--- config.mk ---
export PLATFORM = sky130hd
export DESIGN_NAME = voltage_monitor_adc_control
export DESIGN_NICKNAME = d
export VERILOG_FILES = /design/src/hw/vmon_pkg.sv /design/src/hw/voltage_monitor_adc_control.sv
export SDC_FILE = /design/constraint.sdc
export NUM_CORES = 1
export LEC_CHECK = 0
export BUFFER_PORTS_ARGS = -buffer_cell sky130_fd_sc_hd__buf_2
export CAP_MARGIN = 20
export CORE_UTILIZATION = 57
export DETAILED_ROUTE_END_ITERATION = 7
export GPL_TIMING_DRIVEN = 0
export PLACE_DENSITY_LB_ADDON = 0.25
export REMOVE_ABC_BUFFERS = 1
export SETUP_SLACK_MARGIN = 0.5
export SYNTH_ARGS = -nofsm -noshare
export SYNTH_HDL_FRONTEND = slang
export SYNTH_SLANG_ARGS = --single-unit
--- constraint.sdc ---
create_clock -name ref_clk -period 3.4 [get_ports ref_clk]
set_clock_uncertainty 0.05 [all_clocks]
set_input_delay 0.34 -clock ref_clk [delete_from_list [all_inputs] [get_ports ref_clk]]
set_output_delay 0.34 -clock ref_clk [all_outputs]
set_load 0.02 [all_outputs]
--- src/hw/vmon_pkg.sv ---
package vmon_pkg;

  ////////////////////////////////////////////////////////////////////////////
  // Clock and conversion timing
  localparam int unsigned CLK_PERIOD_NS = 10;
  localparam int unsigned CONV_TIME_NS  = 711000;
  localparam int unsigned CONV_CYCLES   = CONV_TIME_NS / CLK_PERIOD_NS;

  ////////////////////////////////////////////////////////////////////////////
  // Converter and averaging
  localparam int unsigned CODE_W    = 10;
  localparam int unsigned READ_W    = 8;
  localparam int unsigned AVG_COUNT = 16;
  localparam int unsigned AVG_SHIFT = 4;
  localparam int unsigned ACC_W     = CODE_W + AVG_SHIFT;
  localparam logic [CODE_W-1:0] CODE_MAX = 10'h3ff;

  ////////////////////////////////////////////////////////////////////////////
  // Register offsets
  localparam logic [7:0] ADDR_RAIL_2V5_READING    = 8'h20;
  localparam logic [7:0] ADDR_SUPPLY_RAIL_READING = 8'h22;
  localparam logic [7:0] ADDR_CONFIG_ONE          = 8'h40;
  localparam logic [7:0] ADDR_RAIL_2V5_LOW_LIMIT  = 8'h44;
  localparam logic [7:0] ADDR_RAIL_2V5_HIGH_LIMIT = 8'h45;
  localparam logic [7:0] ADDR_SUPPLY_LOW_LIMIT    = 8'h48;
  localparam logic [7:0] ADDR_SUPPLY_HIGH_LIMIT   = 8'h49;
  localparam logic [7:0] ADDR_CONFIG_TWO          = 8'h73;
  localparam logic [7:0] ADDR_LIMIT_STATUS        = 8'h7e;

  ////////////////////////////////////////////////////////////////////////////
  // Field positions and reset values
  localparam int unsigned SUPPLY_5V_BIT   = 7;
  localparam int unsigned AVG_OFF_BIT     = 4;
  localparam int unsigned STAT_2V5_BIT    = 0;
  localparam int unsigned STAT_SUPPLY_BIT = 1;
  localparam logic [7:0] READING_RST     = 8'h00;
  localparam logic [7:0] LOW_LIMIT_RST   = 8'h00;
  localparam logic [7:0] HIGH_LIMIT_RST  = 8'hff;
  localparam logic [7:0] CONFIG_RST      = 8'h00;
  localparam logic [7:0] UNMAPPED_RDATA  = 8'h00;

  ////////////////////////////////////////////////////////////////////////////
  // Channel codes and sequencer states
  localparam logic CH_2V5    = 1'b0;
  localparam logic CH_SUPPLY = 1'b1;

  typedef enum logic [0:0] {
    ST_START = 1'b0,
    ST_WAIT  = 1'b1
  } seq_state_t;

endpackage

--- src/hw/voltage_monitor_adc_control.sv ---
`timescale 1ns/1ns
module voltage_monitor_adc_control
  import vmon_pkg::*;
#(
  parameter int unsigned CONV_CYCLES_P = CONV_CYCLES
)(
  input  wire logic              ref_clk,
  input  wire logic              srst,
  input  wire logic [7:0]        reg_addr,
  input  wire logic              reg_we,
  input  wire logic              reg_re,
  input  wire logic [7:0]        reg_wdata,
  output logic      [7:0]        reg_rdata,
  output logic                   adc_start,
  output logic                   adc_chan,
  output logic                   supply_5v_scale,
  input  wire logic              adc_done,
  input  wire logic [CODE_W-1:0] adc_code,
  input  wire logic              adc_over,
  output logic                   alert_out,
  output logic                   alert_oe
);

  ////////////////////////////////////////////////////////////////////////////
  // Registers
  logic [7:0]        rd_2v5_q;
  logic [7:0]        rd_sup_q;
  logic [7:0]        lo_2v5_q;
  logic [7:0]        hi_2v5_q;
  logic [7:0]        lo_sup_q;
  logic [7:0]        hi_sup_q;
  logic [7:0]        cfg1_q;
  logic [7:0]        cfg2_q;
  logic [1:0]        stat_q;
  logic [1:0]        viol_q;
  logic [7:0]        rdata_d;
  logic [7:0]        reg_rdata_q;
  seq_state_t        state_q;
  logic [31:0]       pace_q;
  logic              chan_q;
  logic [AVG_SHIFT-1:0] nsamp_q;
  logic [ACC_W-1:0]  acc_q;
  logic              meas_q;
  logic              meas_chan_q;
  logic [CODE_W-1:0] meas_code_q;
  logic [CODE_W-1:0] sample;
  logic [ACC_W-1:0]  acc_sum;
  logic              avg_off;
  logic              last_samp;
  logic [7:0]        meas_msb;
  logic [1:0]        viol_now;
  logic              stat_rd;

  assign avg_off   = cfg2_q[AVG_OFF_BIT];
  assign sample    = adc_over ? CODE_MAX : adc_code;
  assign acc_sum   = acc_q + ACC_W'(sample);
  assign last_samp = avg_off || (nsamp_q == AVG_SHIFT'(AVG_COUNT - 1));

  ////////////////////////////////////////////////////////////////////////////
  // Conversion sequencer
  assign adc_start       = (state_q == ST_START);
  assign adc_chan        = chan_q;
  assign supply_5v_scale = cfg1_q[SUPPLY_5V_BIT];

  always_ff @(posedge ref_clk)
  begin
    if (srst)
    begin
      state_q <= ST_START;
      pace_q  <= '0;
    end
    else
    begin
      case (state_q)
        ST_START:
        begin
          pace_q  <= CONV_CYCLES_P - 1;
          state_q <= ST_WAIT;
        end
        ST_WAIT:
        begin
          if (pace_q != '0)
          begin
            pace_q <= pace_q - 1;
          end
          else
          begin
            state_q <= ST_START;
          end
        end
        default:
        begin
          state_q <= ST_START;
        end
      endcase
    end
  end

  ////////////////////////////////////////////////////////////////////////////
  // Accumulation and channel turn
  always_ff @(posedge ref_clk)
  begin
    if (srst)
    begin
      chan_q      <= CH_2V5;
      nsamp_q     <= '0;
      acc_q       <= '0;
      meas_q      <= 1'b0;
      meas_chan_q <= CH_2V5;
      meas_code_q <= '0;
    end
    else
    begin
      meas_q <= 1'b0;
      if (adc_done)
      begin
        if (last_samp)
        begin
          meas_q      <= 1'b1;
          meas_chan_q <= chan_q;
          meas_code_q <= avg_off ? sample : CODE_W'(acc_sum >> AVG_SHIFT);
          acc_q       <= '0;
          nsamp_q     <= '0;
          chan_q      <= ~chan_q;
        end
        else
        begin
          acc_q   <= acc_sum;
          nsamp_q <= nsamp_q + 1'b1;
        end
      end
    end
  end

  ////////////////////////////////////////////////////////////////////////////
  // Reading registers and limit comparison
  assign meas_msb = meas_code_q[CODE_W-1 -: READ_W];
  assign stat_rd  = reg_re && (reg_addr == ADDR_LIMIT_STATUS);

  always_comb
  begin
    viol_now = viol_q;
    if (meas_q && meas_chan_q == CH_2V5)
    begin
      viol_now[STAT_2V5_BIT] = (meas_msb > hi_2v5_q) || (meas_msb < lo_2v5_q);
    end
    if (meas_q && meas_chan_q == CH_SUPPLY)
    begin
      viol_now[STAT_SUPPLY_BIT] = (meas_msb > hi_sup_q) || (meas_msb < lo_sup_q);
    end
  end

  always_ff @(posedge ref_clk)
  begin
    if (srst)
    begin
      rd_2v5_q <= READING_RST;
      rd_sup_q <= READING_RST;
      viol_q   <= '0;
    end
    else
    begin
      viol_q <= viol_now;
      if (meas_q && meas_chan_q == CH_2V5)
      begin
        rd_2v5_q <= meas_msb;
      end
      if (meas_q && meas_chan_q == CH_SUPPLY)
      begin
        rd_sup_q <= meas_msb;
      end
    end
  end

  ////////////////////////////////////////////////////////////////////////////
  // Status bits and alert
  always_ff @(posedge ref_clk)
  begin
    if (srst)
    begin
      stat_q <= '0;
    end
    else
    begin
      stat_q <= (stat_q & ~({2{stat_rd}} & ~viol_now)) | viol_now;
    end
  end

  assign alert_out = 1'b0;
  assign alert_oe  = |stat_q;

  ////////////////////////////////////////////////////////////////////////////
  // Register writes
  always_ff @(posedge ref_clk)
  begin
    if (srst)
    begin
      lo_2v5_q <= LOW_LIMIT_RST;
      hi_2v5_q <= HIGH_LIMIT_RST;
      lo_sup_q <= LOW_LIMIT_RST;
      hi_sup_q <= HIGH_LIMIT_RST;
      cfg1_q   <= CONFIG_RST;
      cfg2_q   <= CONFIG_RST;
    end
    else if (reg_we)
    begin
      case (reg_addr)
        ADDR_RAIL_2V5_LOW_LIMIT:  lo_2v5_q <= reg_wdata;
        ADDR_RAIL_2V5_HIGH_LIMIT: hi_2v5_q <= reg_wdata;
        ADDR_SUPPLY_LOW_LIMIT:    lo_sup_q <= reg_wdata;
        ADDR_SUPPLY_HIGH_LIMIT:   hi_sup_q <= reg_wdata;
        ADDR_CONFIG_ONE:          cfg1_q   <= reg_wdata;
        ADDR_CONFIG_TWO:          cfg2_q   <= reg_wdata;
        default:                  cfg1_q   <= cfg1_q;
      endcase
    end
  end

  ////////////////////////////////////////////////////////////////////////////
  // Register reads
  always_comb
  begin
    case (reg_addr)
      ADDR_RAIL_2V5_READING:    rdata_d = rd_2v5_q;
      ADDR_SUPPLY_RAIL_READING: rdata_d = rd_sup_q;
      ADDR_CONFIG_ONE:          rdata_d = cfg1_q;
      ADDR_RAIL_2V5_LOW_LIMIT:  rdata_d = lo_2v5_q;
      ADDR_RAIL_2V5_HIGH_LIMIT: rdata_d = hi_2v5_q;
      ADDR_SUPPLY_LOW_LIMIT:    rdata_d = lo_sup_q;
      ADDR_SUPPLY_HIGH_LIMIT:   rdata_d = hi_sup_q;
      ADDR_CONFIG_TWO:          rdata_d = cfg2_q;
      ADDR_LIMIT_STATUS:        rdata_d = {6'h00, stat_q};
      default:                  rdata_d = UNMAPPED_RDATA;
    endcase
  end

  always_ff @(posedge ref_clk)
  begin
    if (srst)
    begin
      reg_rdata_q <= UNMAPPED_RDATA;
    end
    else if (reg_re)
    begin
      reg_rdata_q <= rdata_d;
    end
  end

  assign reg_rdata = reg_rdata_q;

endmodule

==> results of run 1 <==
==> kinds of logic (layout without fill, tap and decap cells) <==
logic type,count (synthesis),after routing,share of synthesized area
AOI/OAI and AO/OA,206,206,0.1772
DFF,138,138,0.3773
adders and majority gates,44,44,0.07621
buffers and inverters,88,118,0.04580
and+or+nand+nor,343,343,0.2343
muxes,34,34,0.04682
other,1,1,0.0005122
xor gates and xnor gates,35,35,0.04187
==> sequential cells by signal (all words and copies together) (netlist names) <==
signal and cells:
meas_q 1, cfg2_q 8, viol_q 2, pace_q 32, rd_2v5_q 8, adc_chan 1, state_q 1, hi_2v5_q 8
reg_rdata 8, stat_q 2, meas_code_q 8, rd_sup_q 8, meas_chan_q 1, hi_sup_q 8, acc_q 14, nsamp_q 4
lo_sup_q 8, cfg1_q 8, lo_2v5_q 8
==> layout make-up <==
type / count / area (sq um)
multi-input combinational: 663 / 4224
inverter: 41 / 153.9
sequential: 138 / 2763
timing repair buffer: 45 / 256.5
clock buffer: 19 / 442.9
clock inverter: 13 / 246.5
tap: 172 / 215.2
fill: 1117 / 4267
==> worst max-delay path: stages <==
cell	delay, ns
sky130_fd_sc_hd__buf_2	0.16
sky130_fd_sc_hd__or2_2	0.31
sky130_fd_sc_hd__ha_1	0.21
sky130_fd_sc_hd__fa_1	0.43
sky130_fd_sc_hd__a211oi_1	0.38
sky130_fd_sc_hd__o211ai_1	0.17
sky130_fd_sc_hd__a21oi_1	0.32
sky130_fd_sc_hd__nand3b_1	0.21
sky130_fd_sc_hd__xor2_1	0.17
sky130_fd_sc_hd__o22ai_1	0.08
==> how the worst max path moves through the flow <==
stage          cells past startpoint             end     start
3_5_place_dp                      10        acc_q[8]  adc_over
3_3_place_gp                       4      pace_q[22]      srst
4_1_cts                           10        acc_q[8]  adc_over
6_report                          10  meas_code_q[8]  adc_over
2_1_floorplan                      9        acc_q[8]  adc_over
5_1_grt                           10        acc_q[8]  adc_over
==> layer usage <==
layer,vias up,GRT usage,wire [um]
met5,-,0,0
met2,196,0.4523,8273
li1,3206,-,-
met4,0,0.1117,334
met3,30,0.06958,1282
met1,3032,0.4033,8520
==> synthesized netlist by cell type, drive strengths merged, types with 3 or more instances <==
| cell | count | area [sq um] |
|---|---|---|
| or4 | 8 | 71.32 |
| nor3 | 27 | 156.4 |
| inv | 41 | 153.9 |
| o32ai | 3 | 26.28 |
| nor4 | 8 | 77.57 |
| a22oi | 7 | 52.55 |
| a31oi | 10 | 62.56 |
| a21oi | 80 | 400.4 |
| nor2b | 8 | 50.05 |
| buf | 7 | 31.28 |
| mux2i | 32 | 320.3 |
| nand3 | 41 | 205.2 |
| and2 | 5 | 31.28 |
| a21o | 10 | 75.07 |
| dfxtp | 138 | 2763 |
| nand2b | 16 | 100.1 |
| clkbuf | 40 | 150.1 |
| or3 | 9 | 56.30 |
| a32o | 3 | 30.03 |
| o22ai | 8 | 50.05 |
| nor2 | 67 | 251.5 |
| xor2 | 17 | 148.9 |
| or2 | 13 | 81.33 |
| nand3b | 3 | 22.52 |
| nor4b | 3 | 26.28 |
| nand2 | 110 | 412.9 |
| ha | 43 | 538.0 |
| and3 | 7 | 43.79 |
| o21ai | 31 | 155.2 |
| o211ai | 19 | 142.6 |
| a211oi | 6 | 45.04 |
| a22o | 3 | 26.28 |
| xnor2 | 18 | 157.7 |
| nand4 | 11 | 68.82 |
==> power by group <==
group	leakage, nW	internal (mW)	total [mW]	switching [mW]
Clock	0.337	1.46	2.17	0.705
Combinational	1.94	0.223	0.559	0.336
Sequential	1.12	1.66	1.71	0.0433
Total	3.40	3.35	4.43	1.08
==> placed cells by master (no fill, tap or decap), drive strengths merged, types with 10 or more instances in the layout <==
cell,Yosys,final
a21o,10,10
a21oi,80,80
a31oi,10,10
buf,7,45
clkbuf,40,19
dfxtp,138,138
ha,43,43
inv,41,41
mux2i,32,32
nand2,110,110
nand2b,16,16
nand3,41,41
nand4,11,11
nor2,67,67
nor3,27,27
o211ai,19,19
o21ai,31,31
or2,13,13
xnor2,18,18
xor2,17,17
==> through the flow <==
stage,hold WS [ns],util,cells
2_1_floorplan,0.3591,-,842
4_1_cts,0.1206,0.6605,1091
6_report,0.1234,0.6605,1091
3_5_place_dp,0.3906,0.6057,1059
3_3_place_gp,0.3817,0.6024,1057
5_1_grt,0.1314,0.6605,1091
==> impl_metrics.py, run 1 <==
metrics = {
    "worst_setup_path": {
        "rrSetupSlack_ns": 0.91,
        "worstPathRequired_ns": 3.65,
        "crit_fanout": 10,
        "crit_path_start_kind": "input port",
        "cp_data_arrival_time_ns": 2.79,
        "worstReg2RegEnd": "pace_q[8]",
        "crit_type": "input port to flip-flop",
        "crit-reg2reg-launch": "pace_q[0]",
        "end_kind": "flip-flop",
        "reg2regPathDepth": 8,
    },
    "placed_design": {
        "port_buffers": 43,
        "gp_routability_congestion": 0.9701,
        "pre_cts_slack_ns": 0.4562,
        "place.detailed.hpwl_mm": 12.33,
        "postPlaceCellArea_sq_mm": 0.007612,
    },
    "logic_synthesis": {
        "synthDistinctLibCells": 67,
        "syn-mean-instance-area_sq_um": 8.236,
        "synth_area_sq_mm": 0.007322,
        "ys_warn_count": 0,
        "synth_top_flop_cell": "sky130_fd_sc_hd__dfxtp_1",
        "async_reset_ff_frac": 0,
        "synth.ff_latch_count": 138,
        "synth_edf_count": 0,
        "synth.yosys.seq_area_share": 0.3773,
        "post_synth_inst_count": 889,
    },
    "route": {
        "detail-route-antenna-nets": 0,
        "via_per_inst": 5.925,
        "wirelength_mm": 18.41,
        "num_vias": 6464,
        "detailedRoute.firstIterationViolations": 457,
        "post_drt_wl_per_cell_um": 16.88,
        "drt_first_pass_iters": 5,
        "drc": 0,
    },
    "cts": {
        "cts_buffers": 17,
        "clock_sinks": 138,
        "cts_setup_buffers": 0,
        "cts-hold-fix-buffers": 0,
        "cts.reportedPaths.clkPinSlew_ns": 0.06,
        "htree_levels": 4,
        "clock_latency_ns": 0.43,
        "clk_path_buf_depth": 2,
        "cts_root_buf": "sky130_fd_sc_hd__clkbuf_16",
        "tritoncts": "built",
        "ctsResizeCount": 0,
    },
    "finish": {
        "nets": 982,
        "diodes": 0,
        "drive_gt1_frac": 0.1110,
        "syn2layout_area_growth_pct": 13.38,
        "design_area_sq_mm": 0.008302,
    },
    "floorplanning": {
        "die_width_um": 115.3,
        "placementRows": 41,
        "io_pins": 45,
        "area_inside_the_core_boundary_sq_mm": 0.01257,
        "starting_density_of_the_core": 0.5826,
        "chipHeight_um": 115.3,
        "die-area_sq_mm": 0.01330,
    },
    "hold_path": {
        "worst_hold_path.endpoint": "acc_q[4]",
        "hp-class": "input port to flip-flop",
        "worst_min_delay_path_startpoint": "srst",
        "worstHoldPathCells": 2,
    },
    "sta": {
        "setup-violations-final": 0,
        "finalCritPeriodShare": 0.7459,
        "timing.final.crit_period_ns": 2.536,
        "fmax_ghz": 0.3943,
        "setup_repair_after_global_routing_missed_its_margin": "no",
        "timing_hold_violations_final": 0,
        "setup_ws_ns": 0.8641,
        "slew_violations": 0,
        "tightest_slew_ns": 1.017,
        "relative_slew_margins": 0.3212,
        "finalSetupTns_ns": 0,
    },
    "power_and_ir_drop": {
        "finalPower_mw": 4.433,
        "pwr_cell_area_mw_per_mm2": 534.0,
        "ir_worst_vdd_v": 0.0003336,
        "p_leak_nw": 3.397,
    },
    "grt": {
        "grt_antenna_before_repair": 0,
        "global_route.overflow_total": 0,
        "pin_count_of_the_biggest_net_entering_global_routing": 85,
        "grt_pass1_wl_mm": 30.37,
        "grt_util_all_layers": 0.2956,
        "first_global_vias": 6147,
    },
    "outcome": {
        "outcome": "finished clean",
    },
    "job": {
        "timing.max_cap.violations": 0,
    },
}
Power figures use the tool's default switching activity.
==> inputs of run 2 (changes only) <==
==> constraint.sdc (replaced) <==
create_clock -name ref_clk -period 2.6 [get_ports ref_clk]
set_clock_uncertainty 0.05 [all_clocks]
set_input_delay 0.26 -clock ref_clk [delete_from_list [all_inputs] [get_ports ref_clk]]
set_output_delay 0.26 -clock ref_clk [all_outputs]
set_load 0.02 [all_outputs]
==> run 2 against run 1 <==
  * The flow now finishes with violations (DRC)
  * Via count rose by 4.5%
  * Utilization rose by 4.5 points
  * Total power rose by 37%
  * Wire length rose by 8.2%
  * Sequential power rose by 32%
  * Die area did not move
  * Worst hold slack got worse by 0.074 ns
  * Highest routed layer unchanged
  * Largest cell class unchanged
  * Cell count rose by 2.4%
  * Non-clock buffer count rose by 26
==> impl_metrics.py, run 2 (synthesized netlist as in run 1, its figures left out) <==
metrics = {
    "outcome": {
        "outcome": "complete, but fails checks",
        "failed_checks": "DRC",
    },
    "sta": {
        "timing.final.crit_period_ns": 2.293,
        "finalCritPeriodShare": 0.8820,
        "tightest_slew_ns": 1.031,
        "setup-violations-final": 0,
        "fmax_ghz": 0.4361,
        "setup_repair_after_global_routing_missed_its_margin": "yes",
        "slew_violations": 0,
        "timing_hold_violations_final": 0,
        "relative_slew_margins": 0.3120,
    },
    "worst_setup_path": {
        "slowest_delay_ns": 0.56,
        "crit_path_start_kind": "flip-flop",
        "cp_data_arrival_time_ns": 2.55,
        "end_kind": "flip-flop",
        "crit_chain": "or4_4 > or4_4 > nor4_4 > nand3_1 > xor2_1 > nor2_1",
        "cp_top_family": "simple AND/OR/NAND/NOR gates",
        "crit_fanout": 5,
        "slowest_stage": "sky130_fd_sc_hd__or4_4",
        "critical_path.endpoint": "pace_q[31]",
        "crit_type": "flip-flop to flip-flop",
        "worstSetupStartpoint": "pace_q[14]",
        "timing.critical_path.buf_inv": 0,
        "worstPathRequired_ns": 2.85,
        "worstReg2RegEnd": "pace_q[31]",
        "reg2regPathDepth": 6,
        "crit-reg2reg-launch": "pace_q[14]",
        "rrSetupSlack_ns": 0.31,
        "cp.depth": 6,
        "cpMostUsedCell": "sky130_fd_sc_hd__or4_4",
    },
    "floorplanning": {
        "chipHeight_um": 115.3,
        "placementRows": 41,
        "io_pins": 45,
        "starting_density_of_the_core": 0.5826,
        "die_width_um": 115.3,
        "die-area_sq_mm": 0.01330,
        "area_inside_the_core_boundary_sq_mm": 0.01257,
    },
    "finish": {
        "biggestRegsByFlops": "pace_q x32, acc_q x14",
        "largest_reg_flops": 32,
        "design_area_sq_mm": 0.008869,
        "drive_gt1_frac": 0.2000,
        "nets": 1008,
        "syn2layout_area_growth_pct": 21.12,
        "final_common_cell": "sky130_fd_sc_hd__dfxtp_1",
        "post_route_core_utilization": 0.7056,
        "diodes": 0,
        "nFillCells": 1016,
        "registers.top_by_ff_count": "pace_q",
        "final_cell_mix": "sky130_fd_sc_hd__dfxtp_1, sky130_fd_sc_hd__nand2_1, sky130_fd_sc_hd__a21oi_1, sky130_fd_sc_hd__nor2_1, sky130_fd_sc_hd__buf_2",
    },
    "cts": {
        "cts_buffers": 17,
        "cts.reportedPaths.clkPinSlew_ns": 0.06,
        "cts_root_buf": "sky130_fd_sc_hd__clkbuf_16",
        "clock_latency_ns": 0.43,
        "clock_sinks": 138,
        "htree_levels": 4,
        "cts-hold-fix-buffers": 0,
        "clk_path_buf_depth": 2,
        "tritoncts": "built",
    },
    "grt": {
        "grt_util_all_layers": 0.3038,
        "grt_antenna_before_repair": 0,
        "grt_pass1_wl_mm": 31.19,
        "global_route.overflow_total": 0,
        "first_global_vias": 6281,
        "pin_count_of_the_biggest_net_entering_global_routing": 85,
    },
    "power_and_ir_drop": {
        "ir_worst_vdd_v": 0.0004246,
        "finalPower_mw": 6.059,
        "pwr_cell_area_mw_per_mm2": 683.2,
        "p_leak_nw": 3.583,
    },
    "route": {
        "detailedRoute.firstIterationViolations": 490,
        "via_per_inst": 6.049,
        "post_drt_wl_per_cell_um": 17.83,
        "drt_first_pass_iters": 8,
        "wirelength_mm": 19.92,
        "detail-route-antenna-nets": 0,
        "num_vias": 6757,
        "drc": 2,
    },
    "placed_design": {
        "gp_routability_congestion": 0.9701,
        "place.detailed.hpwl_mm": 12.33,
        "postPlaceCellArea_sq_mm": 0.007612,
        "port_buffers": 43,
    },
    "job": {
        "timing.max_cap.violations": 0,
    },
    "hold_path": {
        "hp-class": "input port to flip-flop",
    },
}
-- run 2: worst min path at each step --
| stage | from | endpoint | slack (ns) | cells past startpoint |
|---|---|---|---|---|
| 4_1_cts | srst | acc_q[4] | 0.04 | 2 |
| 3_3_place_gp | reg_rdata[4] | reg_rdata[4] | 0.38 | 2 |
| 2_1_floorplan | srst | acc_q[0] | 0.28 | 1 |
| 3_5_place_dp | reg_rdata[6] | reg_rdata[6] | 0.39 | 2 |
| 5_1_grt | srst | acc_q[5] | 0.06 | 2 |
| 6_report | srst | acc_q[4] | 0.05 | 2 |
-- run 2: layout make-up --
cell class / instances / area (sq um) / share of cell area
tap: 172 / 215.2 / 0.02427
timing repair buffer: 71 / 470.5 / 0.05305
clock buffer: 19 / 442.9 / 0.04994
inverter: 41 / 156.4 / 0.01764
clock inverter: 13 / 246.5 / 0.02779
sequential: 138 / 2783 / 0.3138
multi-input combinational: 663 / 4554 / 0.5135
-- run 2: routing by layer --
| layer | track usage | wire length (um) | part of all wire |
|---|---|---|---|
| met5 | 0 | 0 | 0 |
| met4 | 0.1186 | 465 | 0.023 |
| met3 | 0.07275 | 1492 | 0.075 |
| met2 | 0.4719 | 9223 | 0.46 |
| met1 | 0.4066 | 8737 | 0.44 |
-- run 2: what timing repair did --
action,in CTS,in global routing
setup endpoints to repair,66,55
buffers inserted,16,10
hold endpoints to repair,0,0
resized for setup,40,49
pin swaps,32,40
-- run 2: per-stage QoR --
step                setup TNS [ns]  hold WS [ns]  cells  worst slack [ns]
global route                     0       0.05569   1117            0.2352
floorplan                        0        0.2791    842            0.1350
detailed placement          -1.765        0.3906   1059           -0.2638
finish                           0       0.04902   1117            0.3067
global placement            -45.59        0.3817   1057            -1.144
CTS                              0       0.04060   1107            0.3127
-- run 2: worst reg2reg max path: cells and delay by family (launching register included) --
kind / cells / cell delay (ns)
simple gates: 5 / 1.64
flops: 1 / 0.31
xor+xnor: 1 / 0.16
-- run 2: power by group --
part           total [mW]  internal, mW  leakage, nW  switching (mW)
logic               0.969         0.424         2.12           0.545
clock network        2.84          1.91        0.337           0.928
registers            2.25          2.18         1.12          0.0718
total                6.06          4.51         3.58            1.54
==> inputs of run 3 (changes only) <==
==> constraint.sdc (replaced) <==
create_clock -name ref_clk -period 2.8 [get_ports ref_clk]
set_clock_uncertainty 0.05 [all_clocks]
set_input_delay 0.28 -clock ref_clk [delete_from_list [all_inputs] [get_ports ref_clk]]
set_output_delay 0.28 -clock ref_clk [all_outputs]
set_load 0.02 [all_outputs]
==> run 3 against run 2 <==
  * The run now ends clean
  * Final area is 2.9% lower
  * Count of clock-buffer cells in the layout unchanged
  * Global-route usage is 0.55 points lower
  * Largest cell class unchanged
  * Largest power group unchanged
  * Highest routed layer unchanged
==> impl_metrics.py, run 3 (synthesized netlist as in run 1, its figures left out) <==
metrics = {
    "outcome": {
        "outcome": "finished clean",
    },
    "worst_setup_path": {
        "crit_path_start_kind": "flip-flop",
        "cp_data_arrival_time_ns": 2.59,
        "rrSetupSlack_ns": 0.44,
        "crit_fanout": 5,
        "worstPathRequired_ns": 3.04,
        "crit_type": "flip-flop to flip-flop",
        "reg2regPathDepth": 6,
        "end_kind": "flip-flop",
    },
    "finish": {
        "final_cell_mix": "sky130_fd_sc_hd__dfxtp_1, sky130_fd_sc_hd__nand2_1, sky130_fd_sc_hd__a21oi_1, sky130_fd_sc_hd__nor2_1, sky130_fd_sc_hd__buf_2",
        "final_common_cell": "sky130_fd_sc_hd__dfxtp_1",
        "drive_gt1_frac": 0.1547,
        "syn2layout_area_growth_pct": 17.55,
        "largest_reg_flops": 32,
        "nets": 1000,
        "diodes": 0,
        "registers.top_by_ff_count": "pace_q",
        "biggestRegsByFlops": "pace_q x32, acc_q x14",
        "design_area_sq_mm": 0.008607,
        "post_route_core_utilization": 0.6848,
    },
    "sta": {
        "fin_hold_ws_ns": 0.06637,
        "setup_repair_after_global_routing_missed_its_margin": "yes",
        "fmax_ghz": 0.4245,
        "timing.final.crit_period_ns": 2.356,
        "finalCritPeriodShare": 0.8413,
        "relative_slew_margins": 0.3267,
        "slew_violations": 0,
        "timing_hold_violations_final": 0,
        "tightest_slew_ns": 1.009,
        "setup-violations-final": 0,
    },
    "route": {
        "post_drt_wl_per_cell_um": 17.22,
        "num_vias": 6646,
        "detail-route-antenna-nets": 0,
        "drt_first_pass_iters": 5,
        "drc": 0,
        "detailedRoute.firstIterationViolations": 629,
        "via_per_inst": 5.993,
        "wirelength_mm": 19.10,
    },
    "floorplanning": {
        "chipHeight_um": 115.3,
        "starting_density_of_the_core": 0.5826,
        "die_width_um": 115.3,
        "io_pins": 45,
        "placementRows": 41,
        "die-area_sq_mm": 0.01330,
        "area_inside_the_core_boundary_sq_mm": 0.01257,
    },
    "grt": {
        "global_route.overflow_total": 0,
        "pin_count_of_the_biggest_net_entering_global_routing": 85,
        "grt_pass1_wl_mm": 30.58,
        "grt_antenna_before_repair": 0,
        "first_global_vias": 6163,
        "grt_util_all_layers": 0.2983,
    },
    "cts": {
        "clock_sinks": 138,
        "cts_buffers": 17,
        "clk_path_buf_depth": 2,
        "cts_root_buf": "sky130_fd_sc_hd__clkbuf_16",
        "tritoncts": "built",
        "htree_levels": 4,
        "cts.reportedPaths.clkPinSlew_ns": 0.06,
        "cts-hold-fix-buffers": 0,
        "clock_latency_ns": 0.43,
    },
    "power_and_ir_drop": {
        "finalPower_mw": 5.486,
        "p_leak_nw": 3.511,
        "pwr_cell_area_mw_per_mm2": 637.4,
        "ir_worst_vdd_v": 0.0004212,
    },
    "placed_design": {
        "port_buffers": 43,
        "postPlaceCellArea_sq_mm": 0.007612,
        "gp_routability_congestion": 0.9701,
        "place.detailed.hpwl_mm": 12.33,
    },
    "job": {
        "timing.max_cap.violations": 0,
    },
    "hold_path": {
        "hp-class": "input port to flip-flop",
        "worstHoldPathCells": 2,
    },
}
-- run 3: cell count changes in the layout (fill, tap and decap cells not counted), moves of 7 or more --
cell                      delta
sky130_fd_sc_hd__a21oi_1     +7
sky130_fd_sc_hd__a21oi_2     -7
sky130_fd_sc_hd__buf_4       -7
sky130_fd_sc_hd__dfxtp_1     +7
sky130_fd_sc_hd__dfxtp_2     -7
-- run 3: report_power, final --
group / internal (mW) / switching, mW / leakage [nW] / total [mW]
sequential: 2.02 / 0.0589 / 1.12 / 2.08
clock: 1.78 / 0.857 / 0.337 / 2.63
combinational: 0.324 / 0.449 / 2.05 / 0.773
-- run 3: cell type report --
class	count	area [sq um]
well taps	172	215.2
clock buffers	19	442.9
repair buffers	63	404.1
clock inverters	13	246.5
multi-input cells	663	4365
fillers	1057	3961
flip-flops and latches	138	2774
inverters	41	158.9
-- run 3: repair_timing --
action                     in CTS  in global routing
resized for setup              16                 23
pin swaps                       5                 18
buffers inserted                3                 15
setup endpoints to repair      32                 42
-- run 3: through the flow --
step,setup TNS [ns],instances,worst slack [ns]
floorplan,0,842,0.3150
global placement,-33.75,1057,-0.9639
detailed placement,-0.2869,1059,-0.08377
CTS,0,1094,0.4520
global route,0,1109,0.3733
finish,0,1109,0.4445
-- run 3: worst paths after layout --
kind | from | to
setup / recovery | pace_q[19] | pace_q[31]
hold / removal | srst | acc_q[4]
setup reg to reg | pace_q[19] | pace_q[31]
hold reg to reg | reg_rdata[6] | reg_rdata[6]
-- run 3: metal layers --
metal,track usage,share of wire
met5,0,0
met4,0.1169,0.021
met3,0.07064,0.068
met2,0.4583,0.46
met1,0.4038,0.45
-- run 3: worst max-delay path, cell delays in order (launching register included) --
cell and delay (ns):
sky130_fd_sc_hd__dfxtp_2 0.31, sky130_fd_sc_hd__or4_4 0.57, sky130_fd_sc_hd__or4_4 0.57, sky130_fd_sc_hd__nor4_4 0.34, sky130_fd_sc_hd__nand3_1 0.16, sky130_fd_sc_hd__xor2_1 0.16
sky130_fd_sc_hd__nor2_1 0.05
